===== src/vpw_pkg.sv =====
package vpw_pkg;
	localparam int MCLK_HZ = 125_000_000;
	localparam int FILT_HZ = 1_048_600;
	localparam int FILT_DIV = MCLK_HZ / FILT_HZ;
	localparam int DIV_W = 7;
	localparam logic [DIV_W-1:0] DIV_LAST = DIV_W'(FILT_DIV - 1);
	localparam int TICK_W = 9;
	localparam logic [3:0] FILT_TOP = 4'hF;
	localparam logic [3:0] FILT_BOT = 4'h0;
	localparam logic PASSIVE = 1'b0;
	localparam logic ACTIVE = 1'b1;
	localparam int SHORT_US = 64;
	localparam int LONG_US = 128;
	localparam int SOF_US = 200;
	localparam int EOD_US = 200;
	localparam int EOF_US = 280;
	localparam int IFS_US = 300;
	localparam int MIN_SYM_US = 32;
	localparam int STABLE_US = 100;
	function automatic logic [TICK_W-1:0] us_ticks(input int us);
		longint t;
		t = longint'(us) * FILT_HZ / 1_000_000;
		return t[TICK_W-1:0];
	endfunction
	localparam logic [TICK_W-1:0] SHORT_T = us_ticks(SHORT_US);
	localparam logic [TICK_W-1:0] LONG_T = us_ticks(LONG_US);
	localparam logic [TICK_W-1:0] SOF_T = us_ticks(SOF_US);
	localparam logic [TICK_W-1:0] EOD_T = us_ticks(EOD_US);
	localparam logic [TICK_W-1:0] EOF_T = us_ticks(EOF_US);
	localparam logic [TICK_W-1:0] IFS_T = us_ticks(IFS_US);
	localparam logic [TICK_W-1:0] MIN_SYM_T = us_ticks(MIN_SYM_US);
	localparam logic [TICK_W-1:0] STABLE_T = us_ticks(STABLE_US);
	localparam int MAX_BYTES = 12;
	localparam logic [3:0] LAST_DATA = 4'(MAX_BYTES - 1);
	localparam logic [7:0] CRC_POLY = 8'h1D;
	localparam logic [7:0] CRC_INIT = 8'hFF;
	typedef enum logic [1:0] {
		MODE_RESET = 2'b00,
		MODE_RUN = 2'b01,
		MODE_WAIT = 2'b10,
		MODE_STOP = 2'b11
	} mode_e;
	function automatic logic [7:0] crc_byte(input logic [7:0] crc,
		input logic [7:0] d);
		logic [7:0] c;
		c = crc;
		for (int i = 7; i >= 0; i--) begin
			if (c[7] ^ d[i]) begin
				c = {c[6:0], 1'b0} ^ CRC_POLY;
			end else begin
				c = {c[6:0], 1'b0};
			end
		end
		return c;
	endfunction
endpackage


===== src/filt_if.sv =====
`timescale 1ns/1ps
interface filt_if;
	logic tick;
	logic raw;
	logic filt;
	modport filt_side(input tick, input raw, output filt);
	modport user_side(output tick, output raw, input filt);
endinterface


===== src/rx_noise_filter.sv =====
`timescale 1ns/1ps
module rx_noise_filter (
	input wire logic mclk,
	input wire logic rst,
	filt_if.filt_side fi
);
	typedef struct packed {
		logic smp;
		logic upd;
		logic [3:0] cnt;
		logic lat;
	} filt_s;
	filt_s r, n;

	always_comb begin
		n = r;
		n.upd = 1'b0;
		if (fi.tick) begin
			n.smp = fi.raw;
			n.upd = 1'b1;
		end
		// Counting one cycle after the sample stands in for the falling edge
		if (r.upd) begin
			if (r.smp && r.cnt != vpw_pkg::FILT_TOP) begin
				n.cnt = r.cnt + 4'h1;
			end else if (!r.smp && r.cnt != vpw_pkg::FILT_BOT) begin
				n.cnt = r.cnt - 4'h1;
			end
			if (n.cnt == vpw_pkg::FILT_TOP) begin
				n.lat = vpw_pkg::ACTIVE;
			end else if (n.cnt == vpw_pkg::FILT_BOT) begin
				n.lat = vpw_pkg::PASSIVE;
			end
		end
	end

	always_ff @(posedge mclk) begin
		if (rst) begin
			r <= '{smp: vpw_pkg::PASSIVE, upd: 1'b0,
				cnt: vpw_pkg::FILT_BOT, lat: vpw_pkg::PASSIVE};
		end else begin
			r <= n;
		end
	end

	assign fi.filt = r.lat;
endmodule


===== src/vpw_tx_framer.sv =====
`timescale 1ns/1ps
module vpw_tx_framer (
	input wire logic mclk,
	input wire logic rst,
	input wire logic tick,
	input wire logic start_ok,
	input wire logic [7:0] byte_data,
	input wire logic byte_valid,
	input wire logic byte_last,
	output logic byte_ready,
	output logic tx_out,
	output logic busy,
	output logic len_err
);
	typedef enum logic [1:0] {
		F_IDLE = 2'b00,
		F_SOF = 2'b01,
		F_BIT = 2'b10,
		F_EOD = 2'b11
	} fr_e;
	typedef struct packed {
		fr_e st;
		logic [7:0] sh;
		logic [2:0] bitn;
		logic [7:0] crc;
		logic [3:0] nby;
		logic lvl;
		logic [vpw_pkg::TICK_W-1:0] tmr;
		logic is_crc;
		logic last;
		logic err;
	} fr_s;
	fr_s r, n;
	logic done, take;

	// Long when bit value differs from level: passive 1 and active 0
	function automatic logic [vpw_pkg::TICK_W-1:0] dur(input logic lng);
		return (lng ? vpw_pkg::LONG_T : vpw_pkg::SHORT_T) - 1'b1;
	endfunction

	assign done = tick && r.tmr == '0;
	// A byte is only taken at a byte boundary; no gaps exist on the wire
	assign byte_ready = (r.st == F_IDLE && start_ok)
		|| (r.st == F_BIT && done && r.bitn == 3'h7 && !r.is_crc
		&& !r.last && r.nby != vpw_pkg::LAST_DATA);
	assign take = byte_valid && byte_ready;

	always_comb begin
		n = r;
		n.err = 1'b0;
		if (tick && r.tmr != '0) begin
			n.tmr = r.tmr - 1'b1;
		end
		case (r.st)
		F_IDLE: begin
			if (take) begin
				n.st = F_SOF;
				n.sh = byte_data;
				n.crc = vpw_pkg::crc_byte(vpw_pkg::CRC_INIT, byte_data);
				n.nby = 4'h1;
				n.last = byte_last;
				n.is_crc = 1'b0;
				n.bitn = 3'h0;
				n.lvl = vpw_pkg::ACTIVE;
				n.tmr = vpw_pkg::SOF_T - 1'b1;
			end
		end
		F_SOF: begin
			if (done) begin
				n.st = F_BIT;
				n.lvl = vpw_pkg::PASSIVE;
				n.tmr = dur(r.sh[7] ^ vpw_pkg::PASSIVE);
			end
		end
		F_BIT: begin
			if (done) begin
				n.lvl = ~r.lvl;
				if (r.bitn != 3'h7) begin
					n.bitn = r.bitn + 3'h1;
					n.sh = {r.sh[6:0], 1'b0};
					n.tmr = dur(r.sh[6] ^ ~r.lvl);
				end else if (r.is_crc) begin
					n.st = F_EOD;
					n.tmr = vpw_pkg::EOD_T - 1'b1;
				end else begin
					n.bitn = 3'h0;
					if (take) begin
						n.sh = byte_data;
						n.crc = vpw_pkg::crc_byte(r.crc, byte_data);
						n.nby = r.nby + 4'h1;
						n.last = byte_last;
						n.tmr = dur(byte_data[7] ^ ~r.lvl);
					end else begin
						n.sh = ~r.crc;
						n.is_crc = 1'b1;
						n.nby = r.nby + 4'h1;
						n.err = !r.last && r.nby == vpw_pkg::LAST_DATA;
						n.tmr = dur(~r.crc[7] ^ ~r.lvl);
					end
				end
			end
		end
		F_EOD: begin
			if (done) begin
				n.st = F_IDLE;
			end
		end
		default: n.st = F_IDLE;
		endcase
	end

	always_ff @(posedge mclk) begin
		if (rst) begin
			r <= '{st: F_IDLE, lvl: vpw_pkg::PASSIVE, default: '0};
		end else begin
			r <= n;
		end
	end

	assign tx_out = r.lvl;
	assign busy = r.st != F_IDLE;
	assign len_err = r.err;
endmodule


===== src/vpw_link_modes.sv =====
`timescale 1ns/1ps
module vpw_link_modes #(
	parameter int NSRC = 4
) (
	input wire logic mclk,
	input wire logic srst,
	input wire logic [NSRC-1:0] reset_src,
	input wire logic cpu_wait,
	input wire logic cpu_stop,
	input wire logic wait_clock_mode_bit,
	input wire logic dloop_en,
	input wire logic aloop_en,
	input wire logic rx_digital_in,
	output logic tx_digital_out,
	input wire logic [7:0] tx_data,
	input wire logic tx_valid,
	input wire logic tx_last,
	output logic tx_ready,
	output logic tx_busy,
	output logic frame_len_err,
	output logic rx_filtered,
	output logic rx_ready,
	output logic invalid_symbol,
	output logic eof_seen,
	output logic bus_idle,
	output logic wake_irq,
	output vpw_pkg::mode_e mode
);
	typedef struct packed {
		vpw_pkg::mode_e mode;
		logic [vpw_pkg::DIV_W-1:0] div;
		logic tick;
		logic filt_d;
		logic [vpw_pkg::TICK_W-1:0] gap;
		logic in_frame;
		logic aloop_d;
		logic idle_wait;
		logic [vpw_pkg::TICK_W-1:0] stab;
		logic txp;
		logic irq;
		logic inv;
		logic eof;
	} top_s;
	localparam top_s TOP_RST = '{mode: vpw_pkg::MODE_RESET,
		txp: vpw_pkg::PASSIVE, default: '0};

	top_s r, n;
	filt_if fi ();
	logic src_any, sub_rst, tx_int, start_ok, filt;
	logic rx_raw, filt_rise, filt_edge, eof_evt;

	assign src_any = |reset_src;
	// Whole datapath held while in reset mode, so inputs are ignored
	assign sub_rst = srst || r.mode == vpw_pkg::MODE_RESET;
	assign rx_raw = dloop_en ? tx_int : rx_digital_in;
	assign filt = fi.filt;
	assign filt_edge = filt != r.filt_d;
	assign filt_rise = filt_edge && filt == vpw_pkg::ACTIVE;
	assign eof_evt = r.tick && filt == vpw_pkg::PASSIVE && r.in_frame
		&& r.gap == vpw_pkg::EOF_T;
	assign bus_idle = filt == vpw_pkg::PASSIVE && r.gap == vpw_pkg::IFS_T;
	// Host must keep transmissions finished before it leaves run mode
	assign start_ok = r.mode == vpw_pkg::MODE_RUN && !r.idle_wait
		&& bus_idle;

	assign fi.tick = r.tick;
	assign fi.raw = rx_raw;

	rx_noise_filter u_filt (
		.mclk(mclk),
		.rst(sub_rst),
		.fi(fi)
	);

	vpw_tx_framer u_tx (
		.mclk(mclk),
		.rst(sub_rst),
		.tick(r.tick),
		.start_ok(start_ok),
		.byte_data(tx_data),
		.byte_valid(tx_valid),
		.byte_last(tx_last),
		.byte_ready(tx_ready),
		.tx_out(tx_int),
		.busy(tx_busy),
		.len_err(frame_len_err)
	);

	always_comb begin
		n = r;
		n.tick = 1'b0;
		n.irq = 1'b0;
		n.inv = 1'b0;
		n.eof = 1'b0;
		// Filter clock is an enable; it halts with the clocks in stop mode
		if (r.mode != vpw_pkg::MODE_STOP) begin
			if (r.div == vpw_pkg::DIV_LAST) begin
				n.div = '0;
				n.tick = 1'b1;
			end else begin
				n.div = r.div + 1'b1;
			end
		end
		n.filt_d = filt;
		if (filt_edge) begin
			if (r.in_frame && r.gap < vpw_pkg::MIN_SYM_T) begin
				n.inv = 1'b1;
			end
			n.gap = '0;
			if (filt == vpw_pkg::ACTIVE) begin
				n.in_frame = 1'b1;
			end
		end else if (r.tick && r.gap != vpw_pkg::IFS_T) begin
			n.gap = r.gap + 1'b1;
		end
		if (eof_evt) begin
			n.eof = 1'b1;
			n.in_frame = 1'b0;
		end
		n.aloop_d = aloop_en;
		if (r.aloop_d && !aloop_en) begin
			n.idle_wait = 1'b1;
		end else if (bus_idle) begin
			n.idle_wait = 1'b0;
		end
		if (r.tick && r.stab != '0) begin
			n.stab = r.stab - 1'b1;
		end
		n.txp = dloop_en ? vpw_pkg::PASSIVE : tx_int;
		case (r.mode)
		vpw_pkg::MODE_RESET: begin
			n.mode = vpw_pkg::MODE_RUN;
		end
		vpw_pkg::MODE_RUN: begin
			if (cpu_stop || (cpu_wait && wait_clock_mode_bit)) begin
				n.mode = vpw_pkg::MODE_STOP;
			end else if (cpu_wait) begin
				n.mode = vpw_pkg::MODE_WAIT;
			end
		end
		vpw_pkg::MODE_WAIT: begin
			if (filt_rise || eof_evt) begin
				n.irq = 1'b1;
				n.mode = vpw_pkg::MODE_RUN;
			end
		end
		vpw_pkg::MODE_STOP: begin
			// Raw pin is watched here since the filter clock is halted
			if (rx_raw == vpw_pkg::ACTIVE) begin
				n.irq = 1'b1;
				n.mode = vpw_pkg::MODE_RUN;
				n.stab = vpw_pkg::STABLE_T;
			end
		end
		default: n.mode = vpw_pkg::MODE_RESET;
		endcase
		if (src_any) begin
			n = TOP_RST;
		end
	end

	always_ff @(posedge mclk) begin
		if (srst) begin
			r <= TOP_RST;
		end else begin
			r <= n;
		end
	end

	assign tx_digital_out = r.txp;
	assign rx_filtered = filt;
	// Reception is unreliable until the restarted clocks settle
	assign rx_ready = r.mode == vpw_pkg::MODE_RUN && r.stab == '0;
	assign invalid_symbol = r.inv;
	assign eof_seen = r.eof;
	assign wake_irq = r.irq;
	assign mode = r.mode;
endmodule


===== config.mk =====
export PLATFORM = sky130hd
export DESIGN_NAME = vpw_link_modes
export DESIGN_NICKNAME = d
export VERILOG_FILES = /design/src/vpw_pkg.sv /design/src/filt_if.sv /design/src/rx_noise_filter.sv /design/src/vpw_tx_framer.sv /design/src/vpw_link_modes.sv
export SDC_FILE = /design/constraint.sdc
export NUM_CORES = 1
export LEC_CHECK = 0
export BUFFER_PORTS_ARGS = -buffer_cell sky130_fd_sc_hd__buf_2
export CAP_MARGIN = 10
export CORE_ASPECT_RATIO = 1.2
export CORE_MARGIN = 1
export CORE_UTILIZATION = 54
export DETAILED_ROUTE_END_ITERATION = 10
export GPL_TIMING_DRIVEN = 0
export PLACE_DENSITY = 0.69
export SYNTH_ARGS = -nofsm -noshare
export SYNTH_HDL_FRONTEND = slang
export SYNTH_HIERARCHICAL = 1
export SYNTH_SLANG_ARGS = --single-unit

===== constraint.sdc =====
create_clock -name mclk -period 3 [get_ports mclk]
set_clock_uncertainty 0.1 [all_clocks]
set_input_delay 0 -clock mclk [delete_from_list [all_inputs] [get_ports mclk]]
set_output_delay 0 -clock mclk [all_outputs]
set_load 0.005 [all_outputs]

==> impl_metrics.toml, run 1 <==
[clocking]
cts_root_buf = "clkbuf_8"
post_cts_buffers = 0
htree_levels = 3
cts_tree = "built"
clk_path_buf_depth = 2
clock-sinks = 81
worst_skew_pair.late_latency_ns = 0.37
clkSlewWorstSetupHoldPaths_ns = 0.09
cts_made_buffers = 9

[yosys]
ys_types = 81
async_reset_ff_share_pct = 0
seq_area_frac_synth_pct = 31.88
synthFlopType = "dfxtp_1"
syn_area_per_cell_um2 = 8.421
synth-edff-count = 0
syn_area_um2 = 5086
synth_nets = 640
yosysWarnings = 6
yosys.area.top_type_share_pct = 31.88
synth_top_cell_by_area = "dfxtp_1"
ys_top_cells_by_area = "dfxtp_1 (32%), xnor2_1 (5.9%), nor2_1 (5.5%), xor2_1 (4.8%), a21oi_1 (3.7%)"
syn_inst = 604
synth-seq-cells = 81

[drt]
ant_nets = 0
vias = 4652
wl_per_cell_um = 16.41
firstDrtPassIters = 5
drtIter0Drc = 224
routed_via_density = 5.949
drc = 0
drt-total-wl_um = 12830

[setup_path]
crit_type = "reg -> reg"
timing.rr.start = "r[17]"
end_kind = "register"
path_cells = "ha_1 > nor2b_1 > nand3_1 > nor3_4 > and4bb_2 > clkbuf_1 > a22oi_1 > a311oi_1"
critPathMaxStageDelay_ns = 0.45
crit_slowest_cell = "clkbuf_1"
r2r_end = "u_tx/r[35]"
cp_max_fo = 10
ff2ff_setup_slack_ns = 0.23
startpoint_type = "register"
reg2reg_depth = 8
worstPathArrival_ns = 2.94
cp_data_required_time_ns = 3.18

[timing]
hold_viol_final = 1
setup_tns_ns = 0
fmax_mhz = 361.6
setup_violations = 0
max_slew_margin_pct = 53.69
fin_ws_ns = 0.2347
whs_ns = -0.003075
worstMarginPinSlew_ns = 0.6889
rsz0062_at_grt = "false"
fin_crit_ns = 2.765
fin_crit_sh_pct = 92.18
drv_slew = 0

[global_route]
grt_max_degree = 16
grt_pass1_wl_um = 21100
antenna_found_initial = 0
grt_usage_pct = 27.19
overflow = 0
grt_pass1_vias = 4482

[cells_and_area]
final_common_cell = "dfxtp_1"
drive_gt1_share_pct = 12.99
fin_nets = 693
fin_area_um2 = 5748
layoutNonFillerInstCount = 782
antenna_cells = 0
area_growth_pct = 13.01
multi_input_area_um2 = 3221
final-seq-area_um2 = 1622
n_fill_cell = 825
final_cell_mix = "dfxtp_1 (81), nor2_1 (74), a21oi_1 (38)"

[pwr]
p_per_area_nw_per_um2 = 363.4
p_leak_uw = 0.002123
p_total_uw = 2089
vdd_drop_max_v = 0.0001963

[die]
die-height_um = 108.3
start_util_pct = 56.01
rows = 38
ios = 34
die_area_um2 = 9813
die_w_um = 90.60
design.core.area_um2 = 9081

[place]
io_buffers = 28
gp_congestion = 0.8744
pre_cts_ws_ns = -0.1327
post-dp-hpwl_um = 9051
place_inst = 752
dpl_cell_area_um2 = 5376

[min_path]
hold_class = "in -> reg"
whs_endpoint = "u_filt/r[4]"
min_delay_path_depth = 3
holdCritStartpoint = "srst"

[flow_run]
drv_cap = 0

[status]
status = "finished, violations left"
failed_checks = "negative hold slack"
[state kept, by name, indices dropped and copies added (netlist names)]
register        flops
eof_seen            1
fi.tick             1
invalid_symbol      1
mode                2
r                  29
tx_digital_out      1
u_filt/fi.filt      1
u_filt/r            6
u_tx/len_err        1
u_tx/r             36
u_tx/tx_out         1
wake_irq            1
[timing repair]
item	4_1_cts	5_1_grt
resized for setup	1	5
setup endpoints to repair	6	9
hold buffers	14	0
endpoints found under the hold margin	11	0
pin swaps	0	0
[final cells by class]
class	instances	share of cell area [%]
Tap cell	120	2.612
Timing Repair Buffer	42	4.876
Buffer	35	3.287
Sequential cell	81	28.21
Clock buffer	9	2.155
Clock inverter	7	1.393
Multi-Input combinational cell	466	56.03
Inverter	22	1.437
[critical path: cells and delay by family (launching register included)]
kind,cells,cell delay (ns)
buf+inv,1,0.45
compound gates,2,0.46
flops,1,0.43
simple gates,4,1.07
fa+ha+maj,1,0.17
[layer usage]
layer  wire [um]  vias to the layer above  global-route usage (%)
met1        5543                     2196                   30.87
li1            -                     2286                       -
met2        6375                      140                   48.92
met5           0                        -                       0
met3         543                       30                   3.727
met4         369                        0                   15.67
[cell usage after synthesis (5+ instances only)]
master	n
a211oi_1	11
a21oi_1	38
a221oi_1	5
a22oi_1	5
a31oi_1	5
and2_1	5
and3_1	8
buf_6	5
clkbuf_1	22
dfxtp_1	81
ha_1	14
inv_1	21
mux2i_1	7
nand2_1	36
nand3_1	13
nand3b_1	6
nand4_1	14
nor2_1	74
nor2b_1	9
nor3_1	19
nor4_1	6
o21ai_0	24
o31ai_1	9
or3_1	5
xnor2_1	34
xnor3_1	5
xor2_1	28
[worst max-delay path by stage]
stage	start	end	cells past startpoint
after floorplan	r[22]	u_tx/r[5]	9
final	r[17]	u_tx/r[35]	8
after detailed placement	r[22]	u_tx/r[31]	8
after global placement	r[22]	u_tx/r[31]	8
after CTS	r[22]	u_tx/r[31]	8
after global routing	r[16]	u_tx/r[5]	11
[power breakdown]
part	leakage (uW)	total, uW	internal [uW]	switching, uW
Sequential	0.000652	1080	1070	0.839
Clock	0.0000960	839	391	447
Combinational	0.00138	175	91.5	83.6
[stage by stage]
stage | hold slack [ns] | util, %
3_5_place_dp | 0.09444 | 59.20
4_1_cts | 0.001007 | 63.05
6_report | -0.003075 | 63.30
5_1_grt | 0.005340 | 63.30
2_1_floorplan | -0.02385 | -
3_3_place_gp | 0.08506 | 59.20
[cells by family (layout without fill, tap and decap cells)]
| kind of cell | after synthesis | in the layout | share of synthesized area, % |
|---|---|---|---|
| buf+inv | 57 | 115 | 5.338 |
| mux | 9 | 9 | 1.820 |
| simple gates | 224 | 224 | 23.44 |
| compound gates | 150 | 150 | 20.39 |
| fa+ha+maj | 14 | 14 | 3.444 |
| flops | 81 | 81 | 31.88 |
| xor+xnor | 69 | 69 | 13.68 |
Power figures use the tool's default switching activity.
==> run 2, diff against run 1 <==
--- a/config.mk
+++ b/config.mk
@@ -5,6 +5,7 @@
 export SDC_FILE = /design/constraint.sdc
 export NUM_CORES = 1
 export LEC_CHECK = 0
+export ABC_AREA = 1
 export BUFFER_PORTS_ARGS = -buffer_cell sky130_fd_sc_hd__buf_2
 export CAP_MARGIN = 10
 export CORE_ASPECT_RATIO = 1.2
==> impl_metrics.toml, run 2 <==
[setup_path]
cp_data_required_time_ns = 3.14
critPathMaxStageDelay_ns = 0.37
crit_slowest_cell = "dfxtp_1"
cp_max_fo = 10
startpoint_type = "register"
end_kind = "register"
worstPathArrival_ns = 2.83
path_cells = "inv_1 > ha_1 > nand2_1 > nor2_1 > nand4_1 > or2_1 > nor3_2 > nand2_1 > nand2_4 > nand2_4 > inv_2 > buf_4 > buf_4 > o221ai_1 > nand3_1 > inv_1"
crit_type = "reg -> reg"

[global_route]
overflow = 0
grt_usage_pct = 25.34
grt_max_degree = 16
antenna_found_initial = 0
grt_pass1_wl_um = 21130
grt_pass1_vias = 4885

[timing]
whs_ns = 0.007605
setup_tns_ns = 0
fin_crit_sh_pct = 89.75
rsz0062_at_grt = "false"
max_slew_margin_pct = 54.41
worstMarginPinSlew_ns = 0.6839
hold_viol_final = 0
drv_slew = 0
setup_violations = 0
fin_crit_ns = 2.692
fmax_mhz = 371.4

[cells_and_area]
biggestRegsByFlops = "u_tx/r x36, r x29, u_filt/r x6"
final_cell_mix = "nand2_1 (174), inv_1 (110), dfxtp_1 (81)"
antenna_cells = 0
fin_nets = 870
largest-register = "u_tx/r"
drive_gt1_share_pct = 14.90
area_growth_pct = 13.04
final_common_cell = "nand2_1"
largest_reg_flops = 36

[place]
io_buffers = 29
gp_congestion = 0.9012
post-dp-hpwl_um = 9450

[yosys]
synthFlopType = "dfxtp_1"
syn_inst = 782
yosysWarnings = 6
synth_nets = 818
synth_top_cell_by_area = "dfxtp_1"
synth-edff-count = 0
async_reset_ff_share_pct = 0
seq_area_frac_synth_pct = 30.17
syn_area_um2 = 5375
synth_commonest_cells = "nand2_1 (174), inv_1 (110), dfxtp_1 (81), nand3_1 (65), nor2_1 (64)"
syn_area_per_cell_um2 = 6.874
yosys.area.top_type_share_pct = 30.17
yosysMostFrequentCell = "nand2_1"
ys_top_cells_by_area = "dfxtp_1 (30%), nand2_1 (12%), inv_1 (7.7%), nand3_1 (6.1%), xor2_1 (5.4%)"
synth-seq-cells = 81
ys_types = 51

[flow_run]
drv_cap = 0

[drt]
drc = 0
routed_via_density = 5.187
firstDrtPassIters = 5
vias = 4990
ant_nets = 0
wl_per_cell_um = 12.98
drt-total-wl_um = 12490
drtIter0Drc = 280

[clocking]
cts_made_buffers = 9
htree_levels = 3
worst_skew_pair.late_latency_ns = 0.34
cts_tree = "built"
cts_resized = 0
post_cts_buffers = 0
cts_root_buf = "clkbuf_16"
clk_path_buf_depth = 2
clock-sinks = 81
clkSlewWorstSetupHoldPaths_ns = 0.06

[die]
design.core.area_um2 = 9613
die-height_um = 111.3
rows = 39
die_w_um = 93.08
start_util_pct = 55.92
die_area_um2 = 10360
ios = 34

[pwr]
p_per_area_nw_per_um2 = 380.3
vdd_drop_max_v = 0.0002995
p_leak_uw = 0.002777

[min_path]
hold_class = "in -> reg"

[status]
status = "completed"
## run 2: changes by cell type after synthesis, moves of 10 or more
cell,previous run,this run
nand2_2,1,15
o211ai_1,4,16
nand2_1,36,174
clkbuf_1,22,4
inv_1,21,110
nor2_1,74,64
xnor2_1,34,22
nand3_1,13,65
inv_2,0,15
## run 2: metal layers
layer | global-route usage, % | routed length [um] | up-vias | share of wire [%]
li1 | - | - | 2592 | -
met1 | 29.79 | 5483 | 2265 | 44
met2 | 44.36 | 6206 | 109 | 50
met3 | 3.909 | 475 | 24 | 3.8
met4 | 11.90 | 320 | 0 | 2.6
met5 | 0 | 0 | - | 0
## run 2: critical path: cells and delay by family (launching register included)
kind	cells	cell delay, ns
AO/OA/AOI/OAI	1	0.18
adder cells (fa/ha/maj)	1	0.14
buffers and inverters	5	0.60
flip-flops	1	0.37
AND/OR/NAND/NOR	9	1.19
## run 2: where the power goes
| group | switching, uW | internal (uW) | total (uW) | leakage (uW) |
|---|---|---|---|---|
| clock network | 474 | 566 | 1040 | 0.000124 |
| registers | 0.487 | 1080 | 1080 | 0.000652 |
| logic | 111 | 84.1 | 196 | 0.00200 |
## run 2: through the flow
| step | total power (uW) | worst slack (ns) | std cells | cell area (um^2) | util (%) |
|---|---|---|---|---|---|
| 2_1_floorplan | 1240 | 0.7632 | 782 | 5375 | - |
| 3_3_place_gp | 1278 | 0.3260 | 934 | 5674 | 59.03 |
| 6_report | 2311 | 0.3075 | 962 | 6076 | 63.20 |
| 3_5_place_dp | 1282 | 0.3106 | 934 | 5674 | 59.03 |
| 4_1_cts | 2327 | 0.3070 | 962 | 6076 | 63.20 |
| 5_1_grt | 2394 | 0.1132 | 962 | 6076 | 63.20 |
## run 2: cell families after synthesis
kind of cell / count (synthesis) / share of synthesized area, %
buf+inv: 149 / 11.29
compound gates: 104 / 11.99
simple gates: 375 / 33.12
xor+xnor: 59 / 10.17
flops: 81 / 30.17
fa+ha+maj: 14 / 3.259
## run 2: final timing paths
kind         startpoint    endpoint  slack (ns)  depth (start not counted)
min reg2reg       r[14]       r[13]        0.36                          2
min          tx_data[2]  u_tx/r[30]       0.008                          5
max               r[16]  u_tx/r[24]        0.31                         16
max reg2reg       r[16]  u_tx/r[24]        0.31                         16
## run 2: what timing repair did
item | CTS | global route
hold buffers | 12 | 0
hold endpoints to repair | 11 | 0
setup endpoints to repair | 0 | 0
## run 2: area by class of cell
cell class	instances	area (um^2)
sequential	81	1622
multi-input combinational	552	3147
timing repair buffer	41	265.3
clock buffer	9	225.2
fill	898	3537
clock inverter	7	56.30
inverter	130	495.5
tap	123	153.9
buffer	19	111.4
==> run 3, diff against run 2 <==
--- a/config.mk
+++ b/config.mk
@@ -14,6 +14,7 @@
 export DETAILED_ROUTE_END_ITERATION = 10
 export GPL_TIMING_DRIVEN = 0
 export PLACE_DENSITY = 0.69
+export RECOVER_POWER = 50
 export SYNTH_ARGS = -nofsm -noshare
 export SYNTH_HDL_FRONTEND = slang
 export SYNTH_HIERARCHICAL = 1
==> constraint.sdc (replaced) <==
create_clock -name mclk -period 3.3 [get_ports mclk]
set_clock_uncertainty 0.1 [all_clocks]
set_input_delay 0 -clock mclk [delete_from_list [all_inputs] [get_ports mclk]]
set_output_delay 0 -clock mclk [all_outputs]
set_load 0.005 [all_outputs]
==> impl_metrics.toml, run 3 (synthesis results as in run 2) <==
[timing]
rsz0062_at_grt = "false"
fin_crit_sh_pct = 81.29
worstMarginPinSlew_ns = 0.6979
fin_crit_ns = 2.683
fmax_mhz = 372.8
drv_slew = 0
setup_violations = 0
max_slew_margin_pct = 53.47
setup_tns_ns = 0
hold_viol_final = 0

[clocking]
cts_tree = "built"
clk_path_buf_depth = 2
clock-sinks = 81
htree_levels = 3
clkSlewWorstSetupHoldPaths_ns = 0.07
cts_made_buffers = 9
post_cts_buffers = 0
cts_hold_buffers = 12
cts_root_buf = "clkbuf_16"
worst_skew_pair.late_latency_ns = 0.34
cts_resized = 0

[pwr]
combPwrFrac_pct = 8.4
vdd_drop_max_v = 0.0002720
p_total_uw = 2098
p_seq_share_pct = 46.6
power.switching_uw = 529.5
clkPwrFrac_pct = 44.9
p_sw_share_pct = 25.24
p_per_area_nw_per_um2 = 347.8
p_int_uw = 1568
p_leak_uw = 0.002717

[cells_and_area]
antenna_cells = 0
final_cell_mix = "nand2_1 (178), inv_1 (111), dfxtp_1 (81)"
largest-register = "u_tx/r"
area_growth_pct = 12.22
largest_reg_flops = 36
final-seq-area_um2 = 1622
biggestRegsByFlops = "u_tx/r x36, r x29, u_filt/r x6"
n_fill_cell = 906
final_common_cell = "nand2_1"
drive_gt1_share_pct = 13.23
fin_nets = 870
multi_input_area_um2 = 3122

[die]
die_w_um = 93.08
die_area_um2 = 10360
start_util_pct = 55.92
design.core.area_um2 = 9613
rows = 39
die-height_um = 111.3
ios = 34

[flow_run]
drv_cap = 0

[drt]
drtIter0Drc = 259
ant_nets = 0
firstDrtPassIters = 5
drt-total-wl_um = 12440
routed_via_density = 5.206
vias = 5008
wl_per_cell_um = 12.94
drc = 0

[setup_path]
end_kind = "register"
crit_type = "reg -> reg"
startpoint_type = "register"
worstPathArrival_ns = 2.82
cp_max_fo = 10
critPathMaxStageDelay_ns = 0.37
cp_data_required_time_ns = 3.44
crit_slowest_cell = "dfxtp_1"
path_cells = "inv_1 > ha_1 > nand2_1 > nor2_1 > nand4_1 > or2_1 > nor3_2 > nand2_1 > nand2_4 > nand2_4 > inv_2 > buf_4 > buf_4 > o221ai_1 > nand3_1 > inv_1"

[global_route]
grt_usage_pct = 25.34
overflow = 0
grt_max_degree = 16
grt_pass1_wl_um = 21130
antenna_found_initial = 0
grt_pass1_vias = 4885

[place]
gp_congestion = 0.9012
post-dp-hpwl_um = 9450
io_buffers = 29

[min_path]
hold_class = "in -> reg"

[status]
status = "completed"
run 3: changes by cell type in the layout (fill, tap and decap cells not counted), moves of 2 or more:
cell      before  now
buf_2         34   29
nor2_1        64   66
nand2_1      174  178
nand2_2       15   12
buf_4          5    2
clkbuf_1       4   11
clkbuf_4       0    2
run 3: final timing paths:
kind | cells after the start | start | end | slack (ns)
setup / recovery | 16 | r[16] | u_tx/r[24] | 0.62
hold / removal | 5 | tx_data[2] | u_tx/r[30] | 0.01
setup reg to reg | 16 | r[16] | u_tx/r[24] | 0.62
hold reg to reg | 2 | r[14] | r[13] | 0.36
run 3: per-stage QoR:
step,util (%),area [um^2],std cells,worst slack (ns),hold WS (ns)
final,62.75,6032,962,0.6175,0.01350
after global placement,59.03,5674,934,0.6260,0.1526
after detailed placement,59.03,5674,934,0.6106,0.1620
after CTS,63.20,6076,962,0.6070,0.005741
after floorplan,-,5375,782,1.063,0.03410
after global routing,62.75,6032,962,0.4392,0.04360
run 3: layer usage:
| layer | GRT usage [%] | vias up | routed length, um |
|---|---|---|---|
| met3 | 3.909 | 26 | 389 |
| met4 | 11.90 | 0 | 324 |
| met1 | 29.79 | 2280 | 5519 |
| met5 | 0 | - | 0 |
| li1 | - | 2594 | - |
| met2 | 44.36 | 108 | 6211 |
run 3: final cells by class:
type                            count  share of cell area [%]
Multi-Input combinational cell    552                   51.75
Sequential cell                    81                   26.88
Inverter                          130                   8.193
Timing Repair Buffer               41                   4.294
Clock buffer                        9                   3.734
Tap cell                          123                   2.551
Buffer                             19                   1.659
Clock inverter                      7                  0.9334
run 3: power groups by stage:
| stage | sequential, uW | clock, uW | combinational, uW |
|---|---|---|---|
| after floorplan | 1000 | 0 | 127 |
| after CTS | 978 | 961 | 176 |
| after global routing | 978 | 1000 | 197 |
| after global placement | 1000 | 0 | 161 |
| final | 978 | 943 | 177 |
| after detailed placement | 1000 | 0 | 165 |
run 3: critical path, delay by kind of cell, from the launching register on:
kind | cells | cell delay [ns]
DFF | 1 | 0.37
and+or+nand+nor | 9 | 1.19
adders and majority gates | 1 | 0.14
AOI/OAI and AO/OA | 1 | 0.18
buffers and inverters | 5 | 0.60
